### config.mk
export PLATFORM = sky130hd
export DESIGN_NAME = hsp_device_flat
export DESIGN_NICKNAME = d
export VERILOG_FILES = /design/src/core/hsp_pkg.sv /design/src/core/hsp_link_if.sv /design/src/core/hsp_device.sv /design/src/flat_wrapper.sv
export SDC_FILE = /design/constraint.sdc
export NUM_CORES = 2
export LEC_CHECK = 0
export ABC_AREA = 0
export BUFFER_PORTS_ARGS = -buffer_cell sky130_fd_sc_hd__clkbuf_2
export CORE_UTILIZATION = 50
export CTS_BUF_LIST = sky130_fd_sc_hd__clkbuf_4 sky130_fd_sc_hd__clkbuf_8
export DETAILED_ROUTE_END_ITERATION = 8
export HOLD_SLACK_MARGIN = 0.12
export MAX_ROUTING_LAYER = met4
export PLACE_DENSITY = 0.63
export SLEW_MARGIN = 20
export SYNTH_ARGS = -nofsm -noshare
export SYNTH_HDL_FRONTEND = slang
export SYNTH_SLANG_ARGS = --single-unit
export TNS_END_PERCENT = 1
### constraint.sdc
create_clock -name pclk -period 4.56 [get_ports pclk]
set_clock_uncertainty 0.15 [all_clocks]
set_input_delay 0.912 -clock pclk [delete_from_list [all_inputs] [get_ports pclk]]
set_output_delay 0.912 -clock pclk [all_outputs]
set_load 0.01 [all_outputs]
### src/core/hsp_pkg.sv
// Purpose: Shared constants, types and the bit-period function of the serial register port.
// Assumes: One 250 MHz clock on both ends.
// Notes: Register addresses of the device are byte-wide, six address bits.
package hsp_pkg;
	localparam int          CLK_KHZ      = 250000;
	localparam int          CLK_NS       = 4;
	localparam int          REF_KHZ      = 27120;
	localparam int          SPI_BIT_NS   = 100;
	localparam int          SPI_HALF_CYC = (SPI_BIT_NS / 2 + CLK_NS - 1) / CLK_NS;
	localparam logic [5:0]  BAUD_ADDR    = 6'h1f;
	localparam logic [5:0]  TPEN_ADDR    = 6'h33;
	localparam int          LINE_EN_BIT  = 7;
	localparam logic [7:0]  BAUD_RST     = 8'heb;
	localparam logic [7:0]  TPEN_RST     = 8'h80;
	localparam logic [11:0] APB_CTRL     = 12'h000;
	localparam logic [11:0] APB_STAT     = 12'h004;
	localparam logic [11:0] APB_BAUD     = 12'h008;

	typedef enum logic [3:0] {
		MODE_UART = 4'b0001,
		MODE_SPI  = 4'b0010,
		MODE_I2C  = 4'b0100,
		MODE_PAR  = 4'b1000
	} hsp_mode_t;

	typedef enum logic [3:0] {
		RX_IDLE  = 4'b0001,
		RX_START = 4'b0010,
		RX_DATA  = 4'b0100,
		RX_STOP  = 4'b1000
	} hsp_rx_t;

	// Bit period in 27.12 MHz reference ticks; bits 7:5 exponent, 4:0 mantissa.
	function automatic logic [12:0] hsp_bit_ticks(input logic [7:0] s);
		if (s[7:5] == 3'h0) begin
			return {8'h00, s[4:0]} + 13'h0001;
		end
		return ({8'h00, s[4:0]} + 13'h0021) << (s[7:5] - 3'h1);
	endfunction
endpackage

### src/core/hsp_link_if.sv
// Purpose: Pins between the serial register port and its host.
// Assumes: Undriven shared lines idle high as with a pull-up.
// Notes: Wire levels are resolved here from the output enables.
`timescale 1ns/1ps
interface hsp_link_if;
	logic nss;
	logic sck;
	logic mosi;
	logic miso_o;
	logic miso_oe;
	logic miso;
	logic rx;
	logic tx;
	logic req_o;
	logic req_oe;
	logic req;
	logic mux_o;
	logic mux_oe;
	logic mux;

	assign miso = miso_oe ? miso_o : 1'b1;
	assign req  = req_oe ? req_o : 1'b1;
	assign mux  = mux_oe ? mux_o : 1'b1;

	modport dev  (input nss, sck, mosi, rx, output miso_o, miso_oe, tx, req_o, req_oe, mux_o,
		mux_oe);
	modport host (output nss, sck, mosi, rx, input miso, tx, req, mux);
endinterface

### src/core/hsp_device.sv
// Purpose: Device end: SPI slave and UART register access to a 64-byte register file.
// Assumes: Host pins are asynchronous and pass two flip-flops first.
// Notes: Host interface mode is taken from straps once after reset.
// Contract
// - Mode from straps after reset, held
// - SPI slave up to 10 Mbit/s
// - Host drives clock and MOSI
// - SPI bytes shift MSB first
// - Host changes MOSI on falling edges
// - MISO changes on falling clock edges
// - SPI read returns data one byte late
// - SPI write: one address, many data
// - SPI address: bit7 read, bits 6:1
// - Line enable bit gates request, mux outputs
// - UART starts at 9.6 kBd
// - Bit period from exponent and mantissa
// - Host uses documented baud settings
// - Host stays at or below 1228.8 kBd
// - UART frame: start, 8 LSB-first, stop
// - UART read returns one data byte
// - UART write stores and echoes address
// - Data byte may follow address directly
// - UART address: bit7 read, bits 5:0
`timescale 1ns/1ps
module hsp_device
	import hsp_pkg::*;
#(parameter int SYS_KHZ = CLK_KHZ)
(
	input  wire logic       pclk,
	input  wire logic       presetn,
	hsp_link_if.dev         link,
	input  wire logic       strap_serial,
	input  wire logic       strap_i2c,
	input  wire logic       strap_ea,
	output hsp_mode_t       mode,
	output logic            reg_wr_stb,
	output logic [5:0]      reg_wr_addr,
	output logic [7:0]      reg_wr_data
);
	// ********************************************************
	// State
	// ********************************************************
	typedef struct packed {
		logic [1:0]       nss_s;
		logic [2:0]       sck_s;
		logic [1:0]       mosi_s;
		logic [2:0]       rx_s;
		logic [2:0]       st0;
		logic [2:0]       st1;
		logic [1:0]       st_age;
		hsp_mode_t        mode;
		logic [63:0][7:0] mem;
		logic [2:0]       sbit;
		logic             sfirst;
		logic             sread;
		logic [5:0]       saddr;
		logic [7:0]       srx;
		logic [7:0]       stx;
		logic             miso;
		logic [18:0]      acc;
		hsp_rx_t          rst;
		logic [12:0]      rcnt;
		logic [2:0]       rbit;
		logic [7:0]       rsh;
		logic             uhave;
		logic [7:0]       uab;
		logic             tbusy;
		logic [9:0]       tsh;
		logic [3:0]       tbit;
		logic [12:0]      tcnt;
		logic             wstb;
		logic [5:0]       waddr;
		logic [7:0]       wdata;
	} hsp_dev_t;

	hsp_dev_t r_ff;
	hsp_dev_t nxt_r;

	always_comb begin
		logic        tick;
		logic [12:0] nbit;
		logic        spi_on;
		logic        uart_on;
		logic [7:0]  b;
		logic        wr;
		logic [5:0]  wa;
		logic [7:0]  wd;
		logic        tload;
		logic [7:0]  tbyte;
		tick    = 1'b0;
		nbit    = 13'h0000;
		b       = 8'h00;
		wr      = 1'b0;
		wa      = 6'h00;
		wd      = 8'h00;
		tload   = 1'b0;
		tbyte   = 8'h00;
		nxt_r   = r_ff;
		spi_on  = (r_ff.mode == MODE_SPI);
		uart_on = (r_ff.mode == MODE_UART);

		// ********************************************************
		// Pin synchronisers and strap capture
		// ********************************************************
		nxt_r.nss_s  = {r_ff.nss_s[0], link.nss};
		nxt_r.sck_s  = {r_ff.sck_s[1:0], link.sck};
		nxt_r.mosi_s = {r_ff.mosi_s[0], link.mosi};
		nxt_r.rx_s   = {r_ff.rx_s[1:0], link.rx};
		nxt_r.st0    = {strap_serial, strap_i2c, strap_ea};
		nxt_r.st1    = r_ff.st0;
		// Straps are read once, after they have crossed both flip-flops.
		nxt_r.st_age = (r_ff.st_age == 2'h3) ? 2'h3 : r_ff.st_age + 2'h1;
		if (r_ff.st_age == 2'h2) begin
			if (!r_ff.st1[2]) begin
				nxt_r.mode = MODE_PAR;
			end else if (r_ff.st1[1]) begin
				nxt_r.mode = MODE_I2C;
			end else if (r_ff.st1[0]) begin
				nxt_r.mode = MODE_SPI;
			end else begin
				nxt_r.mode = MODE_UART;
			end
		end

		// ********************************************************
		// SPI slave
		// ********************************************************
		// Clock oversampled at 250 MHz covers 10 Mbit/s with margin.
		if (!spi_on || r_ff.nss_s[1]) begin
			nxt_r.sbit   = 3'h0;
			nxt_r.sfirst = 1'b1;
		end else if (r_ff.sck_s[1] && !r_ff.sck_s[2]) begin
			b           = {r_ff.srx[6:0], r_ff.mosi_s[1]};
			nxt_r.srx   = b;
			nxt_r.sbit  = r_ff.sbit + 3'h1;
			if (r_ff.sbit == 3'h7) begin
				nxt_r.sfirst = 1'b0;
				if (r_ff.sfirst) begin
					nxt_r.sread = b[7];
					nxt_r.saddr = b[6:1];
				end
				if (r_ff.sfirst ? b[7] : r_ff.sread) begin
					nxt_r.stx = r_ff.mem[b[6:1]];
				end else if (!r_ff.sfirst) begin
					wr = 1'b1;
					wa = r_ff.saddr;
					wd = b;
				end
			end
		end else if (!r_ff.sck_s[1] && r_ff.sck_s[2]) begin
			nxt_r.miso = r_ff.stx[7];
			nxt_r.stx  = {r_ff.stx[6:0], 1'b0};
		end

		// ********************************************************
		// UART bit timing
		// ********************************************************
		// A fractional accumulator stands in for the 27.12 MHz reference.
		nxt_r.acc = r_ff.acc + 19'(REF_KHZ);
		if (nxt_r.acc >= 19'(SYS_KHZ)) begin
			nxt_r.acc = nxt_r.acc - 19'(SYS_KHZ);
			tick      = 1'b1;
		end
		nbit = hsp_bit_ticks(r_ff.mem[BAUD_ADDR]);

		// ********************************************************
		// UART receiver and command decode
		// ********************************************************
		case (r_ff.rst)
			RX_IDLE: begin
				if (uart_on && r_ff.rx_s[2] && !r_ff.rx_s[1]) begin
					nxt_r.rst  = RX_START;
					nxt_r.rcnt = nbit >> 1;
				end
			end
			RX_START, RX_DATA, RX_STOP: begin
				if (tick) begin
					nxt_r.rcnt = r_ff.rcnt - 13'h0001;
				end
				if (tick && r_ff.rcnt == 13'h0000) begin
					nxt_r.rcnt = nbit - 13'h0001;
					if (r_ff.rst == RX_START) begin
						nxt_r.rst  = r_ff.rx_s[1] ? RX_IDLE : RX_DATA;
						nxt_r.rbit = 3'h0;
					end else if (r_ff.rst == RX_DATA) begin
						nxt_r.rsh  = {r_ff.rx_s[1], r_ff.rsh[7:1]};
						nxt_r.rbit = r_ff.rbit + 3'h1;
						if (r_ff.rbit == 3'h7) begin
							nxt_r.rst = RX_STOP;
						end
					end else begin
						// Back to idle at the stop centre, so a byte may follow at once.
						nxt_r.rst = RX_IDLE;
						if (r_ff.rx_s[1] && r_ff.uhave) begin
							nxt_r.uhave = 1'b0;
							wr          = 1'b1;
							wa          = r_ff.uab[5:0];
							wd          = r_ff.rsh;
							tload       = 1'b1;
							tbyte       = r_ff.uab;
						end else if (r_ff.rx_s[1] && r_ff.rsh[7]) begin
							tload = 1'b1;
							tbyte = r_ff.mem[r_ff.rsh[5:0]];
						end else if (r_ff.rx_s[1]) begin
							nxt_r.uhave = 1'b1;
							nxt_r.uab   = r_ff.rsh;
						end
					end
				end
			end
			default: begin
				nxt_r.rst = RX_IDLE;
			end
		endcase

		// ********************************************************
		// UART transmitter
		// ********************************************************
		if (tload) begin
			nxt_r.tbusy = 1'b1;
			nxt_r.tsh   = {1'b1, tbyte, 1'b0};
			nxt_r.tbit  = 4'h0;
			nxt_r.tcnt  = nbit - 13'h0001;
		end else if (r_ff.tbusy && tick) begin
			nxt_r.tcnt = r_ff.tcnt - 13'h0001;
			if (r_ff.tcnt == 13'h0000) begin
				nxt_r.tcnt = nbit - 13'h0001;
				nxt_r.tsh  = {1'b1, r_ff.tsh[9:1]};
				nxt_r.tbit = r_ff.tbit + 4'h1;
				if (r_ff.tbit == 4'h9) begin
					nxt_r.tbusy = 1'b0;
				end
			end
		end

		// ********************************************************
		// Register file write port
		// ********************************************************
		nxt_r.wstb = wr;
		if (wr) begin
			nxt_r.mem[wa] = wd;
			nxt_r.waddr   = wa;
			nxt_r.wdata   = wd;
		end
	end

	always_ff @(posedge pclk or negedge presetn) begin
		if (!presetn) begin
			r_ff                <= '0;
			r_ff.nss_s          <= 2'h3;
			r_ff.sck_s          <= 3'h0;
			r_ff.rx_s           <= 3'h7;
			r_ff.mode           <= MODE_UART;
			r_ff.sfirst         <= 1'b1;
			r_ff.rst            <= RX_IDLE;
			r_ff.tsh            <= 10'h3ff;
			r_ff.mem[BAUD_ADDR] <= BAUD_RST;
			r_ff.mem[TPEN_ADDR] <= TPEN_RST;
		end else begin
			r_ff <= nxt_r;
		end
	end

	// ********************************************************
	// Outputs
	// ********************************************************
	assign link.miso_o  = r_ff.miso;
	assign link.miso_oe = (r_ff.mode == MODE_SPI) && !r_ff.nss_s[1];
	assign link.tx      = r_ff.tsh[0];
	assign link.req_o   = r_ff.tbusy;
	assign link.req_oe  = (r_ff.mode == MODE_UART) && r_ff.mem[TPEN_ADDR][LINE_EN_BIT];
	assign link.mux_o   = (r_ff.rst == RX_IDLE);
	assign link.mux_oe  = (r_ff.mode == MODE_UART) && r_ff.mem[TPEN_ADDR][LINE_EN_BIT];
	assign mode         = r_ff.mode;
	assign reg_wr_stb   = r_ff.wstb;
	assign reg_wr_addr  = r_ff.waddr;
	assign reg_wr_data  = r_ff.wdata;
endmodule // hsp_device

### src/flat_wrapper.sv
// flat-port wrapper written by rule: the top's interface ports become plain ports
module hsp_device_flat import hsp_pkg::*;
#(parameter int SYS_KHZ = CLK_KHZ)
  (pclk, presetn, strap_serial, strap_i2c, strap_ea, mode, reg_wr_stb, reg_wr_addr, reg_wr_data, link_nss, link_sck, link_mosi, link_rx, link_miso_o, link_miso_oe, link_tx, link_req_o, link_req_oe, link_mux_o, link_mux_oe);
  hsp_link_if link_i ();
  input  wire logic pclk;
  input  wire logic presetn;
  input  wire logic strap_serial;
  input  wire logic strap_i2c;
  input  wire logic strap_ea;
  output hsp_mode_t mode;
  output logic reg_wr_stb;
  output logic [5:0] reg_wr_addr;
  output logic [7:0] reg_wr_data;
  input wire logic [$bits(link_i.nss)-1:0] link_nss;
  input wire logic [$bits(link_i.sck)-1:0] link_sck;
  input wire logic [$bits(link_i.mosi)-1:0] link_mosi;
  input wire logic [$bits(link_i.rx)-1:0] link_rx;
  output wire logic [$bits(link_i.miso_o)-1:0] link_miso_o;
  output wire logic [$bits(link_i.miso_oe)-1:0] link_miso_oe;
  output wire logic [$bits(link_i.tx)-1:0] link_tx;
  output wire logic [$bits(link_i.req_o)-1:0] link_req_o;
  output wire logic [$bits(link_i.req_oe)-1:0] link_req_oe;
  output wire logic [$bits(link_i.mux_o)-1:0] link_mux_o;
  output wire logic [$bits(link_i.mux_oe)-1:0] link_mux_oe;
  assign link_i.nss = link_nss;
  assign link_i.sck = link_sck;
  assign link_i.mosi = link_mosi;
  assign link_i.rx = link_rx;
  assign link_miso_o = link_i.miso_o;
  assign link_miso_oe = link_i.miso_oe;
  assign link_tx = link_i.tx;
  assign link_req_o = link_i.req_o;
  assign link_req_oe = link_i.req_oe;
  assign link_mux_o = link_i.mux_o;
  assign link_mux_oe = link_i.mux_oe;
  hsp_device #(.SYS_KHZ(SYS_KHZ)) u_core (.pclk(pclk), .presetn(presetn), .link(link_i), .strap_serial(strap_serial), .strap_i2c(strap_i2c), .strap_ea(strap_ea), .mode(mode), .reg_wr_stb(reg_wr_stb), .reg_wr_addr(reg_wr_addr), .reg_wr_data(reg_wr_data));
endmodule
Word level (Yosys, flattened, before mapping)
Cells that the tools add are included.

Bits in registers: 661. Input port bits: 9. Output and inout port bits: 26. Logic and storage cells: 266.

Add/subtract/negate cells: 12. $lt $le $gt $ge: 5. Equality and inequality tests: 18. Shift-type cells: 1. Multiplexer cells: 88. Bitwise gates (word level): 6. Reduce and logical (&&, ||, !) cells: 43.

Operators with widths (number): $bwmux 512 (1); $mux 8 (24); $bmux 8 s6 (2); $mux 28 (3); $mux 6 (10); $demux 8 s6 (1); $mux 13 (3); $sub 13x1->13 const B (3); $mux 19 (2); $mux 37 (1); $mux 9 (4); $mux 17 (2); $logic_not 13->1 (2); $pmux 13 s2 (1); $mux 4 (6); $lt 6x7->1 const B (3); $mux 1 (21); $add 19x15->19 const B (1); $ge 19x18->1 const B (1); $sub 19x18->19 const B (1); $reduce_bool 2->1 (9); $reduce_and 3->1 (5); $shl 13x3->13 (1); $reduce_and 4->1 (3); other kinds (31) (63).

Longest topological paths before layout
Depth in word-level cells: 15. Mapped depth: 16. Depth with buffers taken out: 15.

Least setup slack after synthesis
Ideal clock, no wire load.

Path type: flip-flop to flip-flop. Start point: register u_core.r_ff[84] (netlist name). End point: register u_core.r_ff[455] (netlist name). Library setup time: 127 ps. Data arrival time: 3597 ps. Data required time: 4283 ps. Slack: 686 ps. Cell stages (with the launch flop): 16. Path buffers: 4. Period minus slack after synthesis: 3874 ps. Cell sequence: dfrtp_1 inv_1 ha_1 or4b_2 a21oi_1 xnor2_1 inv_1 o2111a_1 nor3_2 buf_6 buf_8 buf_6 mux2i_1 or2_0 clkbuf_1 o21ai_1.

Cells in the longest elaborated chain, start to end: 11. Elaborated cells between the ends (all ways): 16. Those cells by class: add/sub: 1; order compare: 3; mux: 10; reduce/logical: 2.

RTL lines: start, declared (RTL line hsp_device.sv:76) `hsp_dev_t r_ff;`; start signal, assigned (RTL line hsp_device.sv:260) `r_ff <= nxt_r;`; $add 19x15->19 * (RTL line hsp_device.sv:159) `nxt_r.acc = r_ff.acc + 19'(REF_KHZ);`; $ge 19x18->1 * (RTL line hsp_device.sv:160) `if (nxt_r.acc >= 19'(SYS_KHZ)) begin`; $mux 1 * (RTL line hsp_device.sv:160); $logic_and 1x1->1 * (RTL line hsp_device.sv:180) `if (tick && r_ff.rcnt == 13'h0000) begin`; $mux 6 (RTL line hsp_device.sv:180); $mux 6 (RTL line hsp_device.sv:169) `case (r_ff.rst)`; $lt 6x7->1 (not written as such) / $ge 6x1->1 (equally long branches) (RTL line hsp_device.sv:241) `nxt_r.mem[wa] = wd;`; $logic_and 1x1->1 (not written as such) (RTL line hsp_device.sv:241); $mux 8 (not written as such) (RTL line hsp_device.sv:241); $demux 8 s6; $bwmux 512 (RTL line hsp_device.sv:241).

Mark *: on every way between the ends. The rest lies on a longest branch, timed or not. A chain may end at the register's enable or synchronous reset.

Final worst setup path
Start point: register u_core.r_ff[84] (netlist name). End point: register u_core.r_ff[567] (netlist name).

The elaborated chain is that of the path after synthesis.

==> metrics.cfg <==
[logic_synthesis]
synth_cell_types=82
netlist_instances=3294
ys_warn_count=0
synth_nets=3319
ys_seq_elements=656
synth_edf_count=0
yosysTopAreaCellShare_pct=43.3
synth_area_leader_cell=dfrtp_1
async_flop_share_pct=100
mappedNetlistArea_sq_um=36500
yosysSeqAreaShare_pct=45.1
avgSynthCellArea_sq_um=11.1
synth.area.top_cells=dfrtp_1 (43%), mux4_2 (21%), o21ai_0 (11%)
ys.flop_type=dfrtp_1

[cts]
clk_pin_slew_ns=0.06
htree_levels=3
clk_latency_ns=0.74
cts_tree=yes
cts_root_buffer=clkbuf_8
cts_made_buffers=111
cts.sinks=656
clk_path_buf_depth=3

[sta]
period_minus_slack_ns=4.35
final-setup-viol-count=0
fin_crit_sh_pct=95.3
setup_tns_ns=0
hold_violations=0
rsz0062_at_grt=false
slew_headroom_pct=28.8
slew_violations=0
tightest_slew_ns=1.06
timing.hold.ws_ns=0.203
fmax_mhz=230

[die]
row_count=98
start_util_pct=50.8
dieArea_sq_um=74100
core-area_sq_um=71900
chipHeight_microns=272
io_pins=35
die_w_microns=272

[route]
drt_iter0_markers=3372
vias=29500
wl_per_cell_microns=28.2
drt-total-wl_microns=122000
ant_nets=0
viasPerCell=6.81
drtPass1Iterations=5
drc_errors=0

[grt]
met1_usage_pct=47.6
grt_pass1_wl_microns=187000
antenna_found_initial=7
grt_max_degree=129
first_global_vias=29400
use_met2_pct=49.7
globalRouteTotalUtil_pct=34.5
gr-max-usage-layer=met2
use_met3_pct=8.01
gr-total-overflow=0

[finish]
final_cells=4336
final_util_pct=57.2
areaGrowthSynthToFinish_pct=12.6
nets=3323
drive_above_1_share_pct=27.0

[pwr]
ir_drop_mv=0.243
p_seq_share_pct=48.4
switchingPower_uw=3080
internal-power_uw=9300
p_per_area_nw_per_um2=301
leakage_uw=0.0164
combPwrFrac_pct=6.3
clockPowerShare_pct=45.2
p_sw_share_pct=24.9

[placement]
place_congestion=0.971
port-buffer-count=34
dpl.hpwl_microns=82500
dp_cells=4126

[worst_setup_path]
setup.worst_path.end_class=flip-flop
cp_data_required_time_ns=5.04
r2r_start=u_core.r_ff[84]
r2r_end=u_core.r_ff[567]
r2r_slack_ns=0.21
crit_path_start_kind=flip-flop
path_max_fanout=25
path_class=flip-flop to flip-flop
crit_start=u_core.r_ff[84]
r2r_cells=12
endpoint=u_core.r_ff[567]
critical_path_arrival_ns=4.83

[hold_path]
hold_class=flip-flop to flip-flop

[status]
status=finished, final reports clean

[run]
maxCapViolations=0

[Yosys cell counts, types with 14 or more instances]
library cell / count
a21oi_1: 44
a31oi_1: 14
and2_1: 16
buf_1: 34
buf_2: 46
buf_4: 19
clkbuf_1: 261
dfrtp_1: 631
dfstp_2: 25
ha_1: 16
inv_1: 47
mux2_2: 37
mux2i_1: 64
mux4_2: 336
nand2_1: 111
nand2b_1: 39
nand3_1: 47
nor2_1: 105
nor2b_1: 15
nor3_1: 35
o21ai_0: 794
o21ai_1: 256
or2_0: 34
or2_2: 28
or3_1: 16
xnor2_1: 26
[cell usage in the layout, fill, tap and decap left out, types with 9 or more instances in the layout]
master	instances
a21oi_1	36
or2_0	30
buf_4	175
inv_1	47
clkbuf_4	42
nand3_1	47
o21ai_0	794
mux2_2	35
nor2b_1	15
a22o_1	12
clkbuf_2	33
o211ai_1	10
or2_2	28
dfstp_2	25
buf_12	38
clkbuf_8	131
nand2_1	111
o21ai_1	256
a31oi_1	14
xor2_1	13
nor2_1	105
nand2b_1	38
nor3_1	34
or3_1	16
dfrtp_1	625
mux2i_1	53
mux2i_4	9
mux4_2	336
nor4_1	12
and2_1	16
xnor2_1	26
clkinv_2	11
ha_1	15
[layer usage]
layer | wire [microns] | up-vias
li1 | - | 12300
met1 | 48700 | 15100
met2 | 55000 | 1771
met3 | 13300 | 291
met4 | 5060 | 0
met5 | 0 | -
[final cells by class]
cell class | count | area (sq um)
clock buffer | 173 | 2120
timing repair buffer | 257 | 2360
tap | 950 | 1190
multi-input combinational | 2224 | 18600
clock inverter | 20 | 201
fill | 6026 | 30700
inverter | 48 | 180
antenna | 8 | 20.0
sequential | 656 | 16500
[flip-flops by register name (all words and copies together) (netlist names), 4 cells and up]
signal              flops
u_core.r_ff           625
u_core.nxt_r            9
u_core.reg_wr_data      8
u_core.reg_wr_addr      6
u_core.mode             4
[stage by stage]
stage / area, sq um / worst slack (ns) / total power [uW]
after floorplan: 36500 / 0.686 / 6550
after global placement: 38600 / 0.127 / 6870
after detailed placement: 38600 / 0.0620 / 6880
after CTS: 41000 / 0.0391 / 12400
after global routing: 41100 / 0.0117 / 12800
final: 41100 / 0.214 / 12400
[power groups by stage]
stage	Sequential, uW	Combinational, uW	Clock (uW)
detailed placement	6090	785	0
CTS	5990	794	5660
global route	6000	871	5920
finish	5990	785	5600
global placement	6090	777	0
floorplan	6050	498	0
[repair_timing]
action                                  in CTS  in global routing
hold endpoints to repair                    35                  0
endpoints found under the setup margin       0                394
gates resized for setup                      0                 13
setup buffers                                0                  1
hold buffers                                 8                  0
[worst min path at each step]
stage | from | endpoint | slack [ns] | depth (start not counted)
finish | u_core.nxt_r[657] | u_core.nxt_r[658] | 0.20 | 0
global route | u_core.nxt_r[652] | u_core.nxt_r[653] | 0.21 | 0
detailed placement | u_core.nxt_r[657] | u_core.nxt_r[658] | 0.19 | 0
floorplan | u_core.nxt_r[657] | u_core.nxt_r[658] | 0.18 | 0
CTS | u_core.nxt_r[657] | u_core.nxt_r[658] | 0.20 | 0
global placement | u_core.nxt_r[645] | u_core.r_ff[645] | 0.19 | 0
[critical path, stage by stage, from the launching register on]
cell,delay [ns]
dfrtp_1,0.46
inv_1,0.14
ha_2,0.23
or4b_2,0.63
a21oi_1,0.18
xnor2_1,0.21
inv_1,0.13
o2111a_2,0.36
nor3_4,0.24
buf_12,0.21
mux2_2,0.60
or2_2,0.46
o21ai_0,0.20
[logic make-up (layout without fill, tap and decap cells)]
family	after synthesis	in the layout	share of synthesized area, %
AO/OA/AOI/OAI	1215	1215	17.7
XOR/XNOR	39	39	0.936
adder cells (fa/ha/maj)	16	16	0.548
buffers and inverters	414	498	4.74
flip-flops	656	656	45.1
multiplexers	439	439	23.7
other	0	8	0
AND/OR/NAND/NOR	515	515	7.33
(Power assumes the default switching activity.)
